[src/common/tlmc_pkg.sv]
// Package of register map, field positions and carriers for the T1 loop and monitor control
package tlmc_pkg;
  localparam logic [7:0] ADDR_LINE_CTRL = 8'h0a;
  localparam logic [7:0] ADDR_TX_CTRL = 8'h19;
  localparam logic [7:0] ADDR_RX_CTRL = 8'h1e;
  localparam logic [7:0] ADDR_ES_CTRL = 8'h10;
  localparam logic [7:0] ADDR_TX_MON = 8'h1a;
  localparam logic [7:0] ADDR_RX_MON = 8'h1b;
  localparam int CRC_SEL_BIT = 7;
  localparam int LOCAL_LOOP_BIT = 6;
  localparam int AIS_BIT = 5;
  localparam int LINE_RST_BIT = 7;
  localparam int REMOTE_LOOP_BIT = 6;
  localparam int ES_RST_BIT = 6;
  localparam logic [7:0] CTRL_RESET = 8'h00;
  localparam logic [7:0] LINE_WMASK = 8'hc0;
  localparam logic [7:0] RX_WMASK = 8'h9f;
  localparam logic [7:0] ES_WMASK = 8'h40;
  localparam int CHAN_W = 5;

  typedef struct packed {
    logic wr;
    logic rd;
    logic [7:0] addr;
    logic [7:0] wdata;
  } tlmc_bus_s;

  typedef struct packed {
    logic pos;
    logic neg;
  } tlmc_line_s;

  typedef struct packed {
    logic [7:0] line_ctrl;
    logic [7:0] tx_ctrl;
    logic [7:0] rx_ctrl;
    logic [7:0] es_ctrl;
    logic [7:0] tx_mon;
    logic [7:0] rx_mon;
    logic [7:0] rdata;
    logic line_rst_p;
    logic es_rst_p;
    tlmc_line_s tx_line;
    tlmc_line_s rx_path;
  } tlmc_state_s;
endpackage : tlmc_pkg

[src/core/tlmc_ctrl.sv]
// Control registers, loopback steering, AIS forcing and channel monitors of a T1 transceiver
// What this block does
// - Bit 7 of the transmit control register picks the alternate transmit CRC6 when 1.
// - Local loop feeds transmitted data in place of the received line data.
// - Looped data in local loop goes through the jitter attenuator path.
// - The AIS bit forces unframed all ones onto the line outputs.
// - Five low bits of the transmit control register pick the transmit channel monitored.
// - Five low bits of the receive control register pick the receive channel monitored.
// - A rising edge of the line reset bit pulses reset to clock recovery and attenuator.
// - Remote loop sends received line data back out of the line outputs.
// - In remote loop the receive path runs on and transmit formatter data is dropped.
// - A rising edge of the elastic store reset bit pulses both elastic stores to depth.
`timescale 1ns/1ps
module tlmc_ctrl
  import tlmc_pkg::*;
#(
  parameter int CHANNELS = 24
) (
  // Clock and reset
  input wire logic clk_i,
  input wire logic nrst_i,
  // Parallel control port
  input wire logic wr_i,
  input wire logic rd_i,
  input wire logic [7:0] addr_i,
  input wire logic [7:0] wdata_i,
  output logic [7:0] rdata_o,
  // Channel data taps
  input wire logic [CHAN_W-1:0] tx_chan_i,
  input wire logic [7:0] tx_chan_data_i,
  input wire logic tx_chan_valid_i,
  input wire logic [CHAN_W-1:0] rx_chan_i,
  input wire logic [7:0] rx_chan_data_i,
  input wire logic rx_chan_valid_i,
  // Line side
  input wire logic tx_encoded_pos_in_i,
  input wire logic tx_encoded_neg_in_i,
  input wire logic rx_line_pos_in_i,
  input wire logic rx_line_neg_in_i,
  output logic tx_line_pos_out_o,
  output logic tx_line_neg_out_o,
  output logic rx_path_pos_o,
  output logic rx_path_neg_o,
  output logic rx_path_via_jitter_o,
  // Controls to other blocks
  output logic tx_crc_variant_sel_o,
  output logic rx_crc_variant_sel_o,
  output logic local_loop_en_o,
  output logic remote_loop_en_o,
  output logic line_if_reset_o,
  output logic elastic_store_reset_o
);
  if (CHANNELS < 1 || CHANNELS > 32) begin : g_chan_range
    $error("CHANNELS must be 1..32");
  end

  tlmc_state_s st, next_st;

  function automatic logic [7:0] wr_field(input logic [7:0] old, input logic [7:0] wd,
                                         input logic [7:0] mask);
    wr_field = (wd & mask) | (old & ~mask);
  endfunction : wr_field

  // Channel select match, channels beyond the frame never hit
  function automatic logic chan_hit(input logic [CHAN_W-1:0] chan,
                                    input logic [CHAN_W-1:0] sel);
    chan_hit = (chan == sel) && (int'(chan) < CHANNELS);
  endfunction : chan_hit

  logic local_loop, remote_loop, ais;
  assign local_loop = st.tx_ctrl[LOCAL_LOOP_BIT];
  assign remote_loop = st.line_ctrl[REMOTE_LOOP_BIT];
  assign ais = st.tx_ctrl[AIS_BIT];

  always_comb begin
    next_st = st;
    next_st.line_rst_p = 1'b0;
    next_st.es_rst_p = 1'b0;
    if (wr_i) begin
      unique case (addr_i)
        ADDR_TX_CTRL: next_st.tx_ctrl = wdata_i;
        ADDR_RX_CTRL: next_st.rx_ctrl = wdata_i & RX_WMASK;
        ADDR_LINE_CTRL: begin
          next_st.line_ctrl = wdata_i & LINE_WMASK;
          next_st.line_rst_p = wdata_i[LINE_RST_BIT] & ~st.line_ctrl[LINE_RST_BIT];
        end
        ADDR_ES_CTRL: begin
          next_st.es_ctrl = wr_field(st.es_ctrl, wdata_i, ES_WMASK);
          next_st.es_rst_p = wdata_i[ES_RST_BIT] & ~st.es_ctrl[ES_RST_BIT];
        end
        default: ;
      endcase
    end
    if (tx_chan_valid_i && chan_hit(tx_chan_i, st.tx_ctrl[CHAN_W-1:0])) begin
      next_st.tx_mon = tx_chan_data_i;
    end
    if (rx_chan_valid_i && chan_hit(rx_chan_i, st.rx_ctrl[CHAN_W-1:0])) begin
      next_st.rx_mon = rx_chan_data_i;
    end
    // Line outputs: AIS over remote loop over formatter data
    if (ais) begin
      next_st.tx_line = '{pos: 1'b1, neg: 1'b1};
    end else if (remote_loop) begin
      next_st.tx_line = '{pos: rx_line_pos_in_i, neg: rx_line_neg_in_i};
    end else begin
      next_st.tx_line = '{pos: tx_encoded_pos_in_i, neg: tx_encoded_neg_in_i};
    end
    if (local_loop) begin
      next_st.rx_path = '{pos: tx_encoded_pos_in_i, neg: tx_encoded_neg_in_i};
    end else begin
      next_st.rx_path = '{pos: rx_line_pos_in_i, neg: rx_line_neg_in_i};
    end
    unique case (addr_i)
      ADDR_TX_CTRL: next_st.rdata = st.tx_ctrl;
      ADDR_RX_CTRL: next_st.rdata = st.rx_ctrl;
      ADDR_LINE_CTRL: next_st.rdata = st.line_ctrl;
      ADDR_ES_CTRL: next_st.rdata = st.es_ctrl;
      ADDR_TX_MON: next_st.rdata = st.tx_mon;
      ADDR_RX_MON: next_st.rdata = st.rx_mon;
      default: next_st.rdata = 8'h00;
    endcase
    if (!rd_i) begin
      next_st.rdata = st.rdata;
    end
  end

  always_ff @(posedge clk_i) begin
    if (!nrst_i) begin
      st <= '0;
    end else begin
      st <= next_st;
    end
  end

  assign rdata_o = st.rdata;
  assign tx_line_pos_out_o = st.tx_line.pos;
  assign tx_line_neg_out_o = st.tx_line.neg;
  assign rx_path_pos_o = st.rx_path.pos;
  assign rx_path_neg_o = st.rx_path.neg;
  assign rx_path_via_jitter_o = local_loop;
  assign tx_crc_variant_sel_o = st.tx_ctrl[CRC_SEL_BIT];
  assign rx_crc_variant_sel_o = st.rx_ctrl[CRC_SEL_BIT];
  assign local_loop_en_o = local_loop;
  assign remote_loop_en_o = remote_loop;
  assign line_if_reset_o = st.line_rst_p;
  assign elastic_store_reset_o = st.es_rst_p;
endmodule : tlmc_ctrl

[config.mk]
export PLATFORM = sky130hd
export DESIGN_NAME = tlmc_ctrl
export DESIGN_NICKNAME = d
export VERILOG_FILES = /design/src/common/tlmc_pkg.sv /design/src/core/tlmc_ctrl.sv
export SDC_FILE = /design/constraint.sdc
export NUM_CORES = 1
export LEC_CHECK = 0
export CORE_ASPECT_RATIO = 1.5
export CORE_MARGIN = 2
export CORE_UTILIZATION = 62
export DETAILED_ROUTE_END_ITERATION = 6
export DONT_BUFFER_PORTS = 1
export PLACE_DENSITY = 0.89
export SYNTH_ARGS = -nofsm -noshare
export SYNTH_HDL_FRONTEND = slang
export SYNTH_SLANG_ARGS = --single-unit
[constraint.sdc]
create_clock -name clk_i -period 2.2 [get_ports clk_i]
set_clock_uncertainty 0.15 [all_clocks]
set_input_delay 0.33 -clock clk_i [delete_from_list [all_inputs] [get_ports clk_i]]
set_output_delay 0.33 -clock clk_i [all_outputs]
set_load 0.005 [all_outputs]
# Word level (Yosys, flattened, before mapping)

Cells that the tools add are included.

Add/sub/neg operators: 0
$mul: 0
Div/mod/pow operators: 0
Magnitude comparators: 2
Eq/ne operators: 8
Shift operators: 0
Muxes and demuxes: 4
Bitwise logic cells: 5
Reduce and logical (&&, ||, !) cells: 10

Operator list:

| operator             | count |
|---|---|
| $pmux W8 S6          | 1 |
| $eq A8 B5 Y1 const B | 5 |
| $eq A5 B5 Y1         | 2 |
| $lt A5 B5 Y1 const B | 2 |
| $eq A8 B4 Y1 const B | 1 |
| $or A7 B8 Y8         | 1 |
| $reduce_and A2 Y1    | 4 |
| $mux W2              | 3 |
| $reduce_and A3 Y1    | 2 |
| $logic_and A1 B1 Y1  | 4 |
| $and A1 B1 Y1        | 2 |
| $not A1 Y1           | 2 |

Flip-flop bits (word level): 54
Bits in latches: 0
Bits in writable memories: 0
Memory bits (read-only): 0
Input port bits: 52
Output and inout bits: 19
Logic and storage cells: 42
Memories: 0

# Longest topological paths before layout

Depth after elaboration: 3
Gate-level depth with buffers: 6
Mapped depth without buffers: 4

# Worst setup path after synthesis

Ideal clock, no wire load.

Path type: input-to-reg
From: in addr_i[5]
To: reg st (netlist bit ais)
Setup time: 0.116 ns
Data arrival time: 1.560 ns
Required time: 1.934 ns
Setup slack: 0.374 ns
Stages: 4
Buffers on the path: 0
Cell sequence: or3_4 > nor4_4 > mux2i_1 > nor2b_1

Longest elaborated chain between the ends: 2

Ends and longest elaborated chain:

| item                               | RTL line         | source |
|---|---|---|
| from (decl)                        | tlmc_ctrl.sv:25  | `input wire logic [7:0] addr_i,` |
| $eq A8 B5 Y1                       | tlmc_ctrl.sv:80  | `unique case (addr_i)` |
| $reduce_and A2 Y1 (no source line) | -                |  |
| to (signal assigned)               | tlmc_ctrl.sv:131 | `st <= next_st;` |
| to (decl)                          | tlmc_ctrl.sv:57  | `tlmc_state_s st, next_st;` |

Every way passes these cells.
A chain may end at the register's enable or synchronous reset.

# Worst setup path in the final report

From: reg st[38] in the netlist's numbering
To: reg st[17] in the netlist's numbering

Longest elaborated chain between the ends: 3

Ends and longest elaborated chain:

| item                | RTL line        | source |
|---|---|---|
| $eq A5 B5 Y1        | tlmc_ctrl.sv:67 | `chan_hit = (chan == sel) && (int'(chan) < CHANNELS);` |
| $logic_and A1 B1 Y1 | tlmc_ctrl.sv:67 |  |
| $logic_and A1 B1 Y1 | tlmc_ctrl.sv:97 | `if (rx_chan_valid_i && chan_hit(rx_chan_i, st.rx_ctrl[CHAN_W-1:0])) begin` |

Every way passes these cells.

==> flow_summary.json <==
{
  "status": "finished, final reports clean",
  "yosysTopAreaCell": "dfxtp_1",
  "cts_max_path_buffers": 2,
  "hold_class": "input port to flop",
  "gr-usage-met1_pct": 28.2,
  "combPwrFrac_pct": 5.0,
  "diodes": 0,
  "avgRoutedWirePerCell_um": 17.9,
  "cp.arrival_ns": 1.75,
  "gp_congestion": 0.800,
  "reg2reg_slack_ns": 0.52,
  "coreArea_mm2": 0.00368,
  "dieWidth_um": 54.5,
  "peakVddDrop_uv": 402,
  "setup_viol": 0,
  "globalRouteMet3Util_pct": 6.18,
  "p_sw_mw": 0.308,
  "fin_crit_ns": 1.68,
  "layout_setup_ws_ns": 0.525,
  "synth_ff_type": "dfxtp_1",
  "maxSlewHeadroom_pct": 65.9,
  "post-route-period-util_pct": 76.2,
  "overflow": 0,
  "timing.rr.start": "st[38]$_SDFFE_PN0P_",
  "ys_ff_latch": 47,
  "drive_gt1_share_pct": 7.79,
  "die_area_mm2": 0.00434,
  "tightest_slew_ns": 0.508,
  "p_seq_share_pct": 57.5,
  "syn-num-nets": 303,
  "utilization_pct": 67.6,
  "ant_nets": 0,
  "slowest_delay_ns": 0.41,
  "initial_core_util_pct": 64.3,
  "final_common_cell": "dfxtp_1",
  "yosysWarnings": 0,
  "port-buffer-count": 0,
  "clock_latency_ns": 0.30,
  "netlist_top_cells_area": "dfxtp_1, mux2i_1, nand2_1, nor2b_1, buf_4",
  "antenna_found_initial": 0,
  "grt.met2_usage_pct": 42.9,
  "crit_end": "st[17]$_SDFFE_PN0P_",
  "rsz0062_at_grt": "false",
  "startpoint": "st[38]$_SDFFE_PN0P_",
  "cts_buffers": 5,
  "setup_tns_ns": 0,
  "synthToLayoutAreaGrowth_pct": 5.12,
  "h-tree-depth": 2,
  "finalHoldViolCount": 0,
  "synth_cells": 251,
  "dr.pass1.iters": 4,
  "start_kind": "flop",
  "io-pin-count": 71,
  "critical_path_class": "flop to flop",
  "leakagePower_nw": 0.922,
  "cap_violations": 0,
  "layout_common_cells": "dfxtp_1, mux2i_1, nand2_1",
  "avgSynthCellArea_um2": 9.44,
  "whs_path_depth": 2,
  "reg2reg_to": "st[17]$_SDFFE_PN0P_",
  "crit_chain": "xnor2_1, nand3_1, nor4b_2, buf_4, mux2i_1",
  "worst-path-max-fanout": 8,
  "cts-resized-gates": 0,
  "syn_area_mm2": 0.00237,
  "internal_power_mw": 1.19,
  "synth_seq_area_share_pct": 39.7,
  "powerDensity_mw_per_mm2": 601,
  "r2r_cells": 5,
  "synthArstFlopShare_pct": 0,
  "grt_start_max_net_pins": 59,
  "grt.busiest_layer": "met2",
  "worstSetupEndpointType": "flop",
  "finalWirelength_um": 5150,
  "cts.repair_timing.setup_buffer_count": 0,
  "cpMaxStageDelayCell": "dfxtp_1",
  "p_sw_share_pct": 20.6,
  "final_nets": 295,
  "via_per_inst": 6.11,
  "cts-root-buf": "clkbuf_8",
  "synth_top_area_share_pct": 39.7,
  "vias": 1753,
  "synth_enable_flop_cells": 0,
  "pre_cts_ws_ns": 0.448,
  "drv_slew": 0,
  "hpwl_um": 3770,
  "grt_first_pass_wirelength_um": 7680,
  "required_ns": 2.27,
  "clkSinkCount": 47,
  "chipHeight_um": 79.7,
  "clkSlewWorstSetupHoldPaths_ns": 0.08,
  "grt_pass1_vias": 1673,
  "placementRows": 27,
  "grt_usage_pct": 24.8,
  "dr.first_iter.drc_count": 55,
  "timing.fmax_mhz": 597,
  "drc": 0,
  "ys_types": 38,
  "tritoncts": "yes",
  "p_clk_share_pct": 37.5
}
per-stage QoR:
stage / hold slack (ns) / instance area (um2) / total power [mW] / cells
final: 0.0145 / 2490 / 1.50 / 287
after global routing: 0.000876 / 2490 / 1.56 / 287
after CTS: 0.00310 / 2480 / 1.50 / 286
after detailed placement: 0.285 / 2340 / 0.948 / 274
after global placement: 0.278 / 2340 / 0.946 / 274
after floorplan: 0.269 / 2370 / 0.959 / 251
Yosys cell counts, types with 4 or more instances:
master    instances
dfxtp_1          47
mux2i_1          40
nand2_1          38
nor2b_1          22
clkbuf_1         14
buf_4             9
a22o_1            7
a22oi_1           7
o22ai_1           7
nand2b_1          6
xor2_1            6
nand3_1           5
nor3_1            4
final cells by class:
type | count | area [um2]
Fill cell | 301 | 1190
Inverter | 1 | 3.75
Sequential cell | 47 | 941
Clock buffer | 8 | 100
Multi-Input combinational cell | 179 | 1310
Tap cell | 43 | 53.8
Timing Repair Buffer | 9 | 80.1
how the worst min path moves through the flow:
stage | slack, ns | startpoint | end
floorplan | 0.27 | st[36]$_SDFFE_PN0P_ | elastic_store_reset_o$_SDFF_PN0_
finish | 0.01 | nrst_i | line_if_reset_o$_SDFF_PN0_
CTS | 0.003 | nrst_i | line_if_reset_o$_SDFF_PN0_
global placement | 0.28 | st[36]$_SDFFE_PN0P_ | elastic_store_reset_o$_SDFF_PN0_
global route | 0.0009 | nrst_i | st[48]$_SDFFE_PN0P_
detailed placement | 0.28 | st[36]$_SDFFE_PN0P_ | elastic_store_reset_o$_SDFF_PN0_
power by group through the flow:
stage          Clock [mW]  Sequential [mW]  Combinational [mW]
2_1_floorplan           0            0.880              0.0790
3_3_place_gp            0            0.881              0.0653
3_5_place_dp            0            0.881              0.0672
4_1_cts             0.568            0.861              0.0734
5_1_grt             0.616            0.862              0.0818
6_report            0.561            0.861              0.0748
critical path, delay by kind of cell (launching register included):
kind	cells	cell delay [ns]
DFF	1	0.41
and+or+nand+nor	2	0.41
xor gates and xnor gates	1	0.14
buffers and inverters	1	0.26
muxes	1	0.23
registers in the layout, summed over array words and instances, names as in the netlist:
register / cells
st: 28
rdata_o: 8
ais: 1
elastic_store_reset_o: 1
line_if_reset_o: 1
local_loop_en_o: 1
remote_loop_en_o: 1
rx_crc_variant_sel_o: 1
rx_path_neg_o: 1
rx_path_pos_o: 1
tx_crc_variant_sel_o: 1
tx_line_neg_out_o: 1
tx_line_pos_out_o: 1
cell families after synthesis:
kind of cell,share of synthesized area [%]
flops,39.7
xor+xnor,2.96
compound gates,9.56
simple gates,22.6
mux,19.8
buf+inv,5.44
layer usage:
layer / routed length [um] / part of all wire [%]
met4: 67 / 1.3
met3: 317 / 6.2
met2: 2660 / 52
met1: 2100 / 41
met5: 0 / 0
timing repair:
item | CTS | global route
setup endpoints to repair | 0 | 0
hold buffers | 4 | 1
hold endpoints to repair | 3 | 1
Note: power is estimated with default switching activity, not from simulation.
